==> src/logic/difd_pkg.sv <==
// Package of codes, modes and widths for the input function decoder
package difd_pkg;
    // Number of digital inputs and widths
    localparam int NUM_INPUTS = 8;
    localparam int CODE_W = 8;
    localparam int SPEED_W = 16;
    localparam int COUNT_W = 32;
    localparam int GAIN_W = 16;
    localparam int SETTING_W = 8;

    // Input function codes
    localparam logic [7:0] FN_DRIVE_ENABLE = 8'h01;
    localparam logic [7:0] FN_ALARM_CLEAR = 8'h02;
    localparam logic [7:0] FN_GAIN_BOOST = 8'h03;
    localparam logic [7:0] FN_COUNT_CLEAR = 8'h04;
    localparam logic [7:0] FN_ZERO_LOCK = 8'h05;
    localparam logic [7:0] FN_DIR_INVERT = 8'h06;
    localparam logic [7:0] FN_TORQUE_LIMIT = 8'h09;
    localparam logic [7:0] FN_SPEED_LIMIT = 8'h10;

    // Setting values
    localparam logic [7:0] GAIN_COND_INPUT = 8'h01;
    localparam logic [7:0] CLEAR_MODE_LEVEL = 8'h00;

    // Reset values
    localparam logic [31:0] COUNT_RESET = 32'h0000_0000;
    localparam logic [15:0] GAIN_RESET = 16'h0000;
    localparam logic [7:0] FAULT_RESET = 8'h00;

    // Control modes
    typedef enum logic [1:0] {
        DIFD_MODE_PT = 2'b00,
        DIFD_MODE_S = 2'b01,
        DIFD_MODE_T = 2'b10,
        DIFD_MODE_OTHER = 2'b11
    } difd_mode_t;
endpackage

==> src/logic/difd_code_match.sv <==
// One input line: passes its code through and finds its rising edge
`timescale 1ns/100ps
module difd_code_match (
    // Clock and reset
    input wire logic i_core_clk,
    input wire logic i_rst_n,
    // Input line and its function code
    input wire logic i_level,
    input wire logic [7:0] i_code,
    // Decoded function levels and edge
    output logic [7:0] o_code,
    output logic o_active,
    output logic o_rise
);
    logic prev;

    // Previous level for the edge detector
    always_ff @(posedge i_core_clk or negedge i_rst_n) begin
        if (!i_rst_n) begin
            prev <= 1'b0;
        end else begin
            prev <= i_level;
        end
    end

    // Decode outputs
    assign o_code = i_code;
    assign o_active = i_level;
    assign o_rise = i_level & ~prev;
endmodule // difd_code_match

==> src/logic/difd_decoder.sv <==
// Top of the input function decoder
`timescale 1ns/100ps
// Operation
// - Code 0x01 held active enables the drive in all modes
// - Code 0x02 rising edge clears clearable faults; others stay set
// - Code 0x03 with condition setting 1 boosts gain in PT and S
// - Code 0x04 in PT applies clear mode; mode 0 holds count zero
// - Code 0x05 in S below threshold locks motor position
// - Code 0x06 active inverts command direction in S and T
// - Code 0x09 in S and PT applies torque limit
// - Code 0x10 in T applies speed limit
module difd_decoder (
    // Clock and reset
    input wire logic i_core_clk,
    input wire logic i_rst_n,
    // Digital input lines and their function codes
    input wire logic [7:0] i_input_lines,
    input wire logic [63:0] i_input_codes,
    // Settings and mode
    input wire logic [1:0] i_control_mode,
    input wire logic [7:0] i_gain_switch_condition_setting,
    input wire logic [7:0] i_pulse_clear_mode_setting,
    input wire logic [15:0] i_zero_speed_threshold_setting,
    input wire logic [15:0] i_gain_switch_rate,
    input wire logic [15:0] i_base_gain,
    // Drive state
    input wire logic [15:0] i_motor_speed,
    input wire logic [31:0] i_pulse_count,
    input wire logic [7:0] i_fault_set,
    input wire logic [7:0] i_fault_clearable,
    // Decoded behaviour
    output logic o_drive_enable,
    output logic [7:0] o_faults,
    output logic [15:0] o_loop_gain,
    output logic o_gain_boost,
    output logic [31:0] o_pulse_count,
    output logic o_position_lock,
    output logic o_direction_invert,
    output logic o_torque_limit_enable,
    output logic o_speed_limit_enable
);
    logic [7:0] code [8];
    logic [7:0] act;
    logic [7:0] rise;
    logic [7:0] hit_en, hit_clr, hit_gain, hit_cnt;
    logic [7:0] hit_lock, hit_inv, hit_tlim, hit_slim;

    // One matcher per input line
    genvar g;
    generate
        for (g = 0; g < difd_pkg::NUM_INPUTS; g++) begin : g_in
            difd_code_match u_match (
                .i_core_clk(i_core_clk),
                .i_rst_n(i_rst_n),
                .i_level(i_input_lines[g]),
                .i_code(i_input_codes[g*8 +: 8]),
                .o_code(code[g]),
                .o_active(act[g]),
                .o_rise(rise[g])
            );
            // Only listed codes match; others fall through
            assign hit_en[g] = act[g] && code[g] == difd_pkg::FN_DRIVE_ENABLE;
            assign hit_clr[g] = rise[g] && code[g] == difd_pkg::FN_ALARM_CLEAR;
            assign hit_gain[g] = act[g] && code[g] == difd_pkg::FN_GAIN_BOOST;
            assign hit_cnt[g] = act[g] && code[g] == difd_pkg::FN_COUNT_CLEAR;
            assign hit_lock[g] = act[g] && code[g] == difd_pkg::FN_ZERO_LOCK;
            assign hit_inv[g] = act[g] && code[g] == difd_pkg::FN_DIR_INVERT;
            assign hit_tlim[g] = act[g]
                && code[g] == difd_pkg::FN_TORQUE_LIMIT;
            assign hit_slim[g] = act[g]
                && code[g] == difd_pkg::FN_SPEED_LIMIT;
        end
    endgenerate

    // Mode decode
    wire mode_pt = i_control_mode == difd_pkg::DIFD_MODE_PT;
    wire mode_s = i_control_mode == difd_pkg::DIFD_MODE_S;
    wire mode_t = i_control_mode == difd_pkg::DIFD_MODE_T;

    // Function conditions
    wire next_enable = |hit_en;
    wire alarm_clear = |hit_clr;
    wire next_boost = (|hit_gain) && (mode_pt || mode_s)
        && i_gain_switch_condition_setting
        == difd_pkg::GAIN_COND_INPUT;
    wire count_hold = (|hit_cnt) && mode_pt
        && i_pulse_clear_mode_setting
        == difd_pkg::CLEAR_MODE_LEVEL;
    wire next_lock = (|hit_lock) && mode_s
        && i_motor_speed < i_zero_speed_threshold_setting;
    wire next_inv = (|hit_inv) && (mode_s || mode_t);
    wire next_tlim = (|hit_tlim) && (mode_s || mode_pt);
    wire next_slim = (|hit_slim) && mode_t;
    wire [31:0] boosted = 32'(i_base_gain) * 32'(i_gain_switch_rate);
    wire [15:0] next_gain = next_boost ? boosted[15:0] : i_base_gain;
    // New faults win over a clear in the same cycle
    wire [7:0] next_faults = alarm_clear
        ? ((o_faults & ~i_fault_clearable) | i_fault_set)
        : (o_faults | i_fault_set);
    wire [31:0] next_count = count_hold ? difd_pkg::COUNT_RESET
        : i_pulse_count;

    // Registered outputs
    always_ff @(posedge i_core_clk or negedge i_rst_n) begin
        if (!i_rst_n) begin
            o_drive_enable <= 1'b0;
            o_faults <= difd_pkg::FAULT_RESET;
            o_loop_gain <= difd_pkg::GAIN_RESET;
            o_gain_boost <= 1'b0;
            o_pulse_count <= difd_pkg::COUNT_RESET;
            o_position_lock <= 1'b0;
            o_direction_invert <= 1'b0;
            o_torque_limit_enable <= 1'b0;
            o_speed_limit_enable <= 1'b0;
        end else begin
            o_drive_enable <= next_enable;
            o_faults <= next_faults;
            o_loop_gain <= next_gain;
            o_gain_boost <= next_boost;
            o_pulse_count <= next_count;
            o_position_lock <= next_lock;
            o_direction_invert <= next_inv;
            o_torque_limit_enable <= next_tlim;
            o_speed_limit_enable <= next_slim;
        end
    end
endmodule // difd_decoder

==> config.mk <==
export PLATFORM = sky130hd
export DESIGN_NAME = difd_decoder
export DESIGN_NICKNAME = d
export VERILOG_FILES = /design/src/logic/difd_pkg.sv /design/src/logic/difd_code_match.sv /design/src/logic/difd_decoder.sv
export SDC_FILE = /design/constraint.sdc
export NUM_CORES = 1
export LEC_CHECK = 0
export BUFFER_PORTS_ARGS = -buffer_cell sky130_fd_sc_hd__buf_4
export CAP_MARGIN = 0
export CORE_MARGIN = 1.5
export CORE_UTILIZATION = 46
export CTS_CLUSTER_DIAMETER = 50
export DETAILED_ROUTE_END_ITERATION = 7
export PLACE_DENSITY_LB_ADDON = 0.15
export SLEW_MARGIN = 5
export SYNTH_ARGS = -nofsm -noshare
export SYNTH_HDL_FRONTEND = slang
export SYNTH_SLANG_ARGS = --single-unit
==> constraint.sdc <==
create_clock -name i_core_clk -period 5.1 [get_ports i_core_clk]
set_clock_uncertainty 0.15 [all_clocks]
set_input_delay 0.51 -clock i_core_clk [delete_from_list [all_inputs] [get_ports i_core_clk]]
set_output_delay 0.51 -clock i_core_clk [all_outputs]
set_load 0.03 [all_outputs]
==> results of run 1 <==
==> registers in the layout (all words and copies together) (netlist names) <==
name	count
o_faults	8
o_torque_limit_enable	1
o_pulse_count	32
o_gain_boost	1
o_drive_enable	1
o_loop_gain	16
g_in.u_match.prev	8
o_speed_limit_enable	1
o_position_lock	1
o_direction_invert	1
==> worst max-delay path: stages <==
cell and delay (ns):
buf_4 0.13, and2_4 0.14, fa_1 0.52, inv_1 0.05, fa_1 0.49, inv_2 0.04
fa_1 0.54, fa_1 0.42, fa_1 0.49, inv_1 0.05, fa_1 0.48, inv_2 0.04
ha_4 0.26, nand2_1 0.05, or3_1 0.34, o21a_1 0.21, o21ai_2 0.14, xnor2_1 0.09
mux2_4 0.27
==> where the power goes <==
group          total (mW)  internal (mW)  switching (mW)
Sequential          0.585          0.578         0.00677
Clock               0.597          0.338           0.259
Combinational        3.76           1.99            1.77
Total                4.94           2.90            2.04
==> logic make-up after synthesis <==
group,Yosys count,synth area share (%)
and+or+nand+nor,321,23.4
buffers and inverters,155,7.69
adders and majority gates,147,31.7
AOI/OAI and AO/OA,77,7.20
DFF,70,22.8
xor gates and xnor gates,38,4.50
muxes,16,2.71
==> per-stage QoR <==
step           setup slack [ns]  instance area (sq um)  setup TNS (ns)
3_3_place_gp             -0.430                  10500           -1.74
6_report                 -0.102                  11000          -0.102
3_5_place_dp             -0.520                  10500           -2.04
5_1_grt                  -0.277                  11000          -0.494
4_1_cts                 -0.0764                  10800         -0.0764
2_1_floorplan            -0.374                   7790          -0.798
==> worst paths after layout <==
check,startpoint,end,slack [ns],cells past startpoint
max,i_base_gain[8],o_loop_gain[15]$_DFF_PN0_,-0.10,19
min,i_input_lines[1],g_in[1].u_match.prev$_DFF_PN0_,0.15,1
max reg2reg,g_in[3].u_match.prev$_DFF_PN0_,o_faults[0]$_DFF_PN0_,3.20,4
min reg2reg,o_faults[5]$_DFF_PN0_,o_faults[5]$_DFF_PN0_,0.33,1
max in group asynchronous,i_rst_n,o_pulse_count[5]$_DFF_PN0_,4.07,1
min in group asynchronous,i_rst_n,o_pulse_count[22]$_DFF_PN0_,0.16,1
==> cell usage in the layout (no fill, tap or decap), types with 10 or more instances in the layout <==
cell type  Yosys  routed
nand3_1       10      10
nor3b_1       10      10
dfrtp_1       70      70
xnor2_1       28      28
ha_1          67      56
fa_1          80      77
nor3_1        22      21
nor2_1        22      22
nand2_1       91      89
and2_4         0      10
inv_1        132     122
buf_4          0     322
a21oi_1       14      11
nand4_1       12      12
a21o_1        21      21
and2_1       100      90
inv_2          0      10
==> routing by layer <==
layer | global-route usage, % | vias up | routed length [um]
met5 | 0 | - | 0
met4 | 9.65 | 0 | 832
met3 | 3.92 | 42 | 1130
met2 | 49.9 | 230 | 12000
met1 | 32.7 | 3352 | 9390
li1 | - | 3321 | -
==> area by class of cell <==
| class | instances | area [sq um] | share of cell area, % |
|---|---|---|---|
| clock inverter | 7 | 61.3 | 0.557 |
| timing repair buffer | 336 | 2610 | 23.8 |
| sequential | 70 | 1750 | 15.9 |
| inverter | 132 | 495 | 4.50 |
| multi-input combinational | 599 | 5580 | 50.7 |
| clock buffer | 9 | 225 | 2.05 |
| tap | 220 | 275 | 2.50 |
==> timing repair <==
action / in CTS / in global routing
resized for setup: 7 / 50
endpoints found under the setup margin: 3 / 4
setup buffers: 0 / 2
pin swaps: 5 / 18
==> impl_metrics.env, run 1 <==
export IMPL_holdWs_ns=0.154
export IMPL_track_usage_pct=27.3
export IMPL_nFillCells=1418
export IMPL_num_nets_final=1499
export IMPL_seq_area_frac_synth_pct=22.8
export IMPL_slew_headroom_pct=32.5
export IMPL_drc=0
export IMPL_routed_wl_um=23300
export IMPL_synth_area_leader_cell="dfrtp_1"
export IMPL_syn_cell_area_sq_um=7700
export IMPL_io_pins=266
export IMPL_p_leak_nw=5.52
export IMPL_status="finished with violations"
export IMPL_cts_tree="yes"
export IMPL_cap_viol_max_count=0
export IMPL_final_hold_violation_count=0
export IMPL_synth_commonest_cells="inv_1 (132), and2_1 (100), nand2_1 (91), fa_1 (80), dfrtp_1 (70)"
export IMPL_htree_levels=3
export IMPL_clk_pin_slew_ns=0.06
export IMPL_yosys_top_cells_area="dfrtp_1 (23%), fa_1 (21%), ha_1 (11%), and2_1 (8.1%), inv_1 (6.4%)"
export IMPL_violations="negative setup slack"
export IMPL_place_congestion=0.939
export IMPL_setup_worst_path_class="in -> reg"
export IMPL_grt_pass1_vias=7298
export IMPL_ys_types=63
export IMPL_die_height_um=132
export IMPL_synth_nets=1175
export IMPL_cp_required_ns=5.16
export IMPL_drt_initial_drc_count=311
export IMPL_period_needed_ns=5.20
export IMPL_wl_per_cell_um=17.0
export IMPL_dieArea_sq_um=17500
export IMPL_viasPerCell=5.06
export IMPL_min_path_type="in -> reg"
export IMPL_cts_root_buf="clkbuf_16"
export IMPL_finalMaxSlewViolations=0
export IMPL_num_vias=6945
export IMPL_setup_viol=1
export IMPL_antenna_found_initial=0
export IMPL_cts_num_sinks=70
export IMPL_cts_hold_buf=0
export IMPL_grt_pass1_wl_um=37300
export IMPL_synth_area_per_cell_sq_um=9.34
export IMPL_ys_warnings_count=0
export IMPL_cts_buffers=9
export IMPL_worstMarginPinSlew_ns=1.01
export IMPL_fmax_mhz=192
export IMPL_drt_first_pass_iters=4
export IMPL_final_core_util_pct=66.8
export IMPL_cts_max_path_buffers=2
export IMPL_synthArstFlopShare_pct=100
export IMPL_synth_edff_count=0
export IMPL_worst_path_max_fanout=5
export IMPL_area_growth_pct=42.9
export IMPL_yosysMostFrequentCell="inv_1"
export IMPL_drtAntennaViolNets=0
export IMPL_finalPower_mw=4.94
export IMPL_grt_max_degree=71
export IMPL_vdd_drop_max_mv=0.667
export IMPL_placeableCoreArea_sq_um=16500
export IMPL_rsz0062_at_grt="true"
export IMPL_ys_flop_type="dfrtp_1"
export IMPL_syn_inst=824
export IMPL_synth_seq_cells=70
export IMPL_insertion_delay_ns=0.33
export IMPL_cellPowerDensity_nw_per_um2=449
export IMPL_port_buffers=265
export IMPL_drive_gt1_share_pct=36.3
export IMPL_min_period_over_period_pct=102
export IMPL_instances_no_fill=1373
export IMPL_arrival_ns=5.26
export IMPL_setup_ws_ns=-0.102
export IMPL_critical_path_startpoint_type="primary input"
export IMPL_placementRows=47
export IMPL_die_w_um=132
export IMPL_dpl_hpwl_um=19800
export IMPL_start_util_pct=46.7
export IMPL_placedCellCount=1355
export IMPL_num_antenna_cells=0
export IMPL_yosysTopAreaCellShare_pct=22.8
export IMPL_overflow=0
export IMPL_cp_end_kind="flop"
Power figures use the tool's default switching activity.
==> inputs of run 2 (changes only) <==
Settings changed: CELL_PAD_IN_SITES_DETAIL_PLACEMENT set to 1, CELL_PAD_IN_SITES_GLOBAL_PLACEMENT set to 2, CORE_UTILIZATION 46 to 33, GPL_TIMING_DRIVEN set to 0.
==> run 2 against run 1 <==
The run still ends with negative setup slack left; die area grew 38%; global-route usage down 3.9 points; sequential share of layout area is 0.13 points higher; sequential power about the same; worst hold slack got worse by 0.037 ns; via count is 0.53% lower; utilization decreased by 19 points; critical path depth did not move.
==> impl_metrics.env, run 2 (synthesis gave the netlist of run 1 again) <==
export IMPL_place_congestion=0.809
export IMPL_period_needed_ns=5.44
export IMPL_track_usage_pct=23.4
export IMPL_worst_path_max_fanout=7
export IMPL_finalPower_mw=5.07
export IMPL_io_pins=266
export IMPL_grt_pass1_wl_um=42800
export IMPL_cts_num_sinks=70
export IMPL_critical_path_startpoint_type="primary input"
export IMPL_drive_gt1_share_pct=33.2
export IMPL_cp_end_kind="flop"
export IMPL_start_util_pct=33.8
export IMPL_num_antenna_cells=0
export IMPL_cts_root_buf="clkbuf_16"
export IMPL_setup_worst_path_class="in -> reg"
export IMPL_setup_viol=3
export IMPL_dieArea_sq_um=24300
export IMPL_num_nets_final=1460
export IMPL_arrival_ns=5.51
export IMPL_placementRows=55
export IMPL_clk_pin_slew_ns=0.07
export IMPL_drtAntennaViolNets=0
export IMPL_critical_path_top_delay_family="adder cells"
export IMPL_dp_slack_ns=-1.34
export IMPL_cts_tree="yes"
export IMPL_p_leak_nw=5.36
export IMPL_slowest_delay_ns=0.55
export IMPL_finalMaxSlewViolations=0
export IMPL_cp_required_ns=5.17
export IMPL_r2r_setup_slack_ns=3.24
export IMPL_drc=0
export IMPL_critPathMostFrequentCell="fa_1"
export IMPL_cap_viol_max_count=0
export IMPL_insertion_delay_ns=0.34
export IMPL_die_w_um=156
export IMPL_grt_pass1_vias=7471
export IMPL_viasPerCell=4.84
export IMPL_reg_largest_list="o_pulse_count x32, o_loop_gain x16"
export IMPL_violations="negative setup slack"
export IMPL_port_buffers=262
export IMPL_vdd_drop_max_mv=0.635
export IMPL_crit_buf_inv=5
export IMPL_grt_max_degree=71
export IMPL_dpl_hpwl_um=23000
export IMPL_htree_levels=3
export IMPL_drt_initial_drc_count=245
export IMPL_routed_wl_um=27800
export IMPL_num_vias=6908
export IMPL_min_path_type="in -> async"
export IMPL_final_hold_violation_count=0
export IMPL_crit_chain="buf_12, clkbuf_16, nand2_1, fa_1, fa_1, inv_1, fa_1, fa_2, fa_1, inv_1, fa_1, inv_1, ha_4, nand2_1, or3_1, o21a_2, o21ai_4, xnor2_2, mux2_4"
export IMPL_slew_headroom_pct=36.0
export IMPL_wl_per_cell_um=19.5
export IMPL_setup_ws_ns=-0.342
export IMPL_layout_commonest_cell="buf_4"
export IMPL_largest_register="o_pulse_count"
export IMPL_layout_common_cells="buf_4 (267), inv_1 (127), and2_1 (94), nand2_1 (89), fa_1 (74)"
export IMPL_overflow=0
export IMPL_rsz0062_at_grt="true"
export IMPL_drt_first_pass_iters=4
export IMPL_nFillCells=2666
export IMPL_largest_reg_flops=32
export IMPL_die_height_um=156
export IMPL_antenna_found_initial=1
export IMPL_cellPowerDensity_nw_per_um2=465
export IMPL_status="finished with violations"
export IMPL_slowest_stage="fa_1"
export IMPL_tns_ns=-0.698
export IMPL_final_core_util_pct=47.9
export IMPL_cts_max_path_buffers=2
export IMPL_placeableCoreArea_sq_um=22800
export IMPL_fmax_mhz=184
export IMPL_area_growth_pct=41.7
export IMPL_min_period_over_period_pct=107
export IMPL_worstMarginPinSlew_ns=0.960
export IMPL_cts_buffers=9
-- run 2: per-stage QoR --
| stage | hold WS [ns] | instances | cell area (sq um) |
|---|---|---|---|
| 2_1_floorplan | 0.0644 | 824 | 7790 |
| 4_1_cts | 0.135 | 1423 | 10700 |
| 3_3_place_gp | 0.313 | 1399 | 10200 |
| 6_report | 0.117 | 1427 | 10900 |
| 5_1_grt | 0.136 | 1427 | 10900 |
| 3_5_place_dp | 0.317 | 1399 | 10200 |
-- run 2: final timing paths --
path / startpoint / endpoint / depth (start not counted)
setup reg to reg: g_in[3].u_match.prev$_DFF_PN0_ / o_faults[0]$_DFF_PN0_ / 4
hold reg to reg: o_faults[5]$_DFF_PN0_ / o_faults[5]$_DFF_PN0_ / 1
max in group asynchronous: i_rst_n / o_faults[0]$_DFF_PN0_ / 1
setup / recovery: i_gain_switch_rate[1] / o_loop_gain[15]$_DFF_PN0_ / 19
hold / removal: i_rst_n / o_speed_limit_enable$_DFF_PN0_ / 1
min in group i_core_clk: i_input_lines[1] / g_in[1].u_match.prev$_DFF_PN0_ / 1
-- run 2: repair_timing --
| item | CTS | global route |
|---|---|---|
| hold buffers | 0 | 0 |
| endpoints found under the setup margin | 6 | 6 |
| gates cloned | 0 | 2 |
| resized for setup | 36 | 54 |
| setup buffers | 11 | 5 |
| pin swaps | 19 | 34 |
-- run 2: layer usage --
layer | vias to the layer above | track usage, % | wire length (um)
li1 | 3243 | - | -
met1 | 3458 | 29.4 | 11700
met2 | 184 | 42.3 | 14300
met3 | 23 | 3.56 | 1340
met4 | 0 | 4.94 | 362
met5 | - | 0 | 0
-- run 2: power breakdown --
part / total (mW) / leakage, nW / switching, mW / internal, mW
registers: 0.585 / 0.806 / 0.00662 / 0.578
clock network: 0.622 / 0.140 / 0.280 / 0.341
logic: 3.87 / 4.41 / 1.92 / 1.95
-- run 2: final cells by class --
class | count | area, sq um | area share (%)
multi-input combinational | 599 | 5610 | 51.5
timing repair buffer | 280 | 2190 | 20.1
sequential | 70 | 1750 | 16.1
inverter | 132 | 495 | 4.54
tap | 313 | 392 | 3.59
clock buffer | 9 | 225 | 2.06
buffer | 17 | 178 | 1.63
clock inverter | 7 | 65.1 | 0.596
-- run 2: worst reg2reg max path, delay by kind of cell (launching register included) --
family / cells / cell delay, ns
AO/OA/AOI/OAI: 1 / 0.19
AND/OR/NAND/NOR: 3 / 1.06
flip-flops: 1 / 0.35
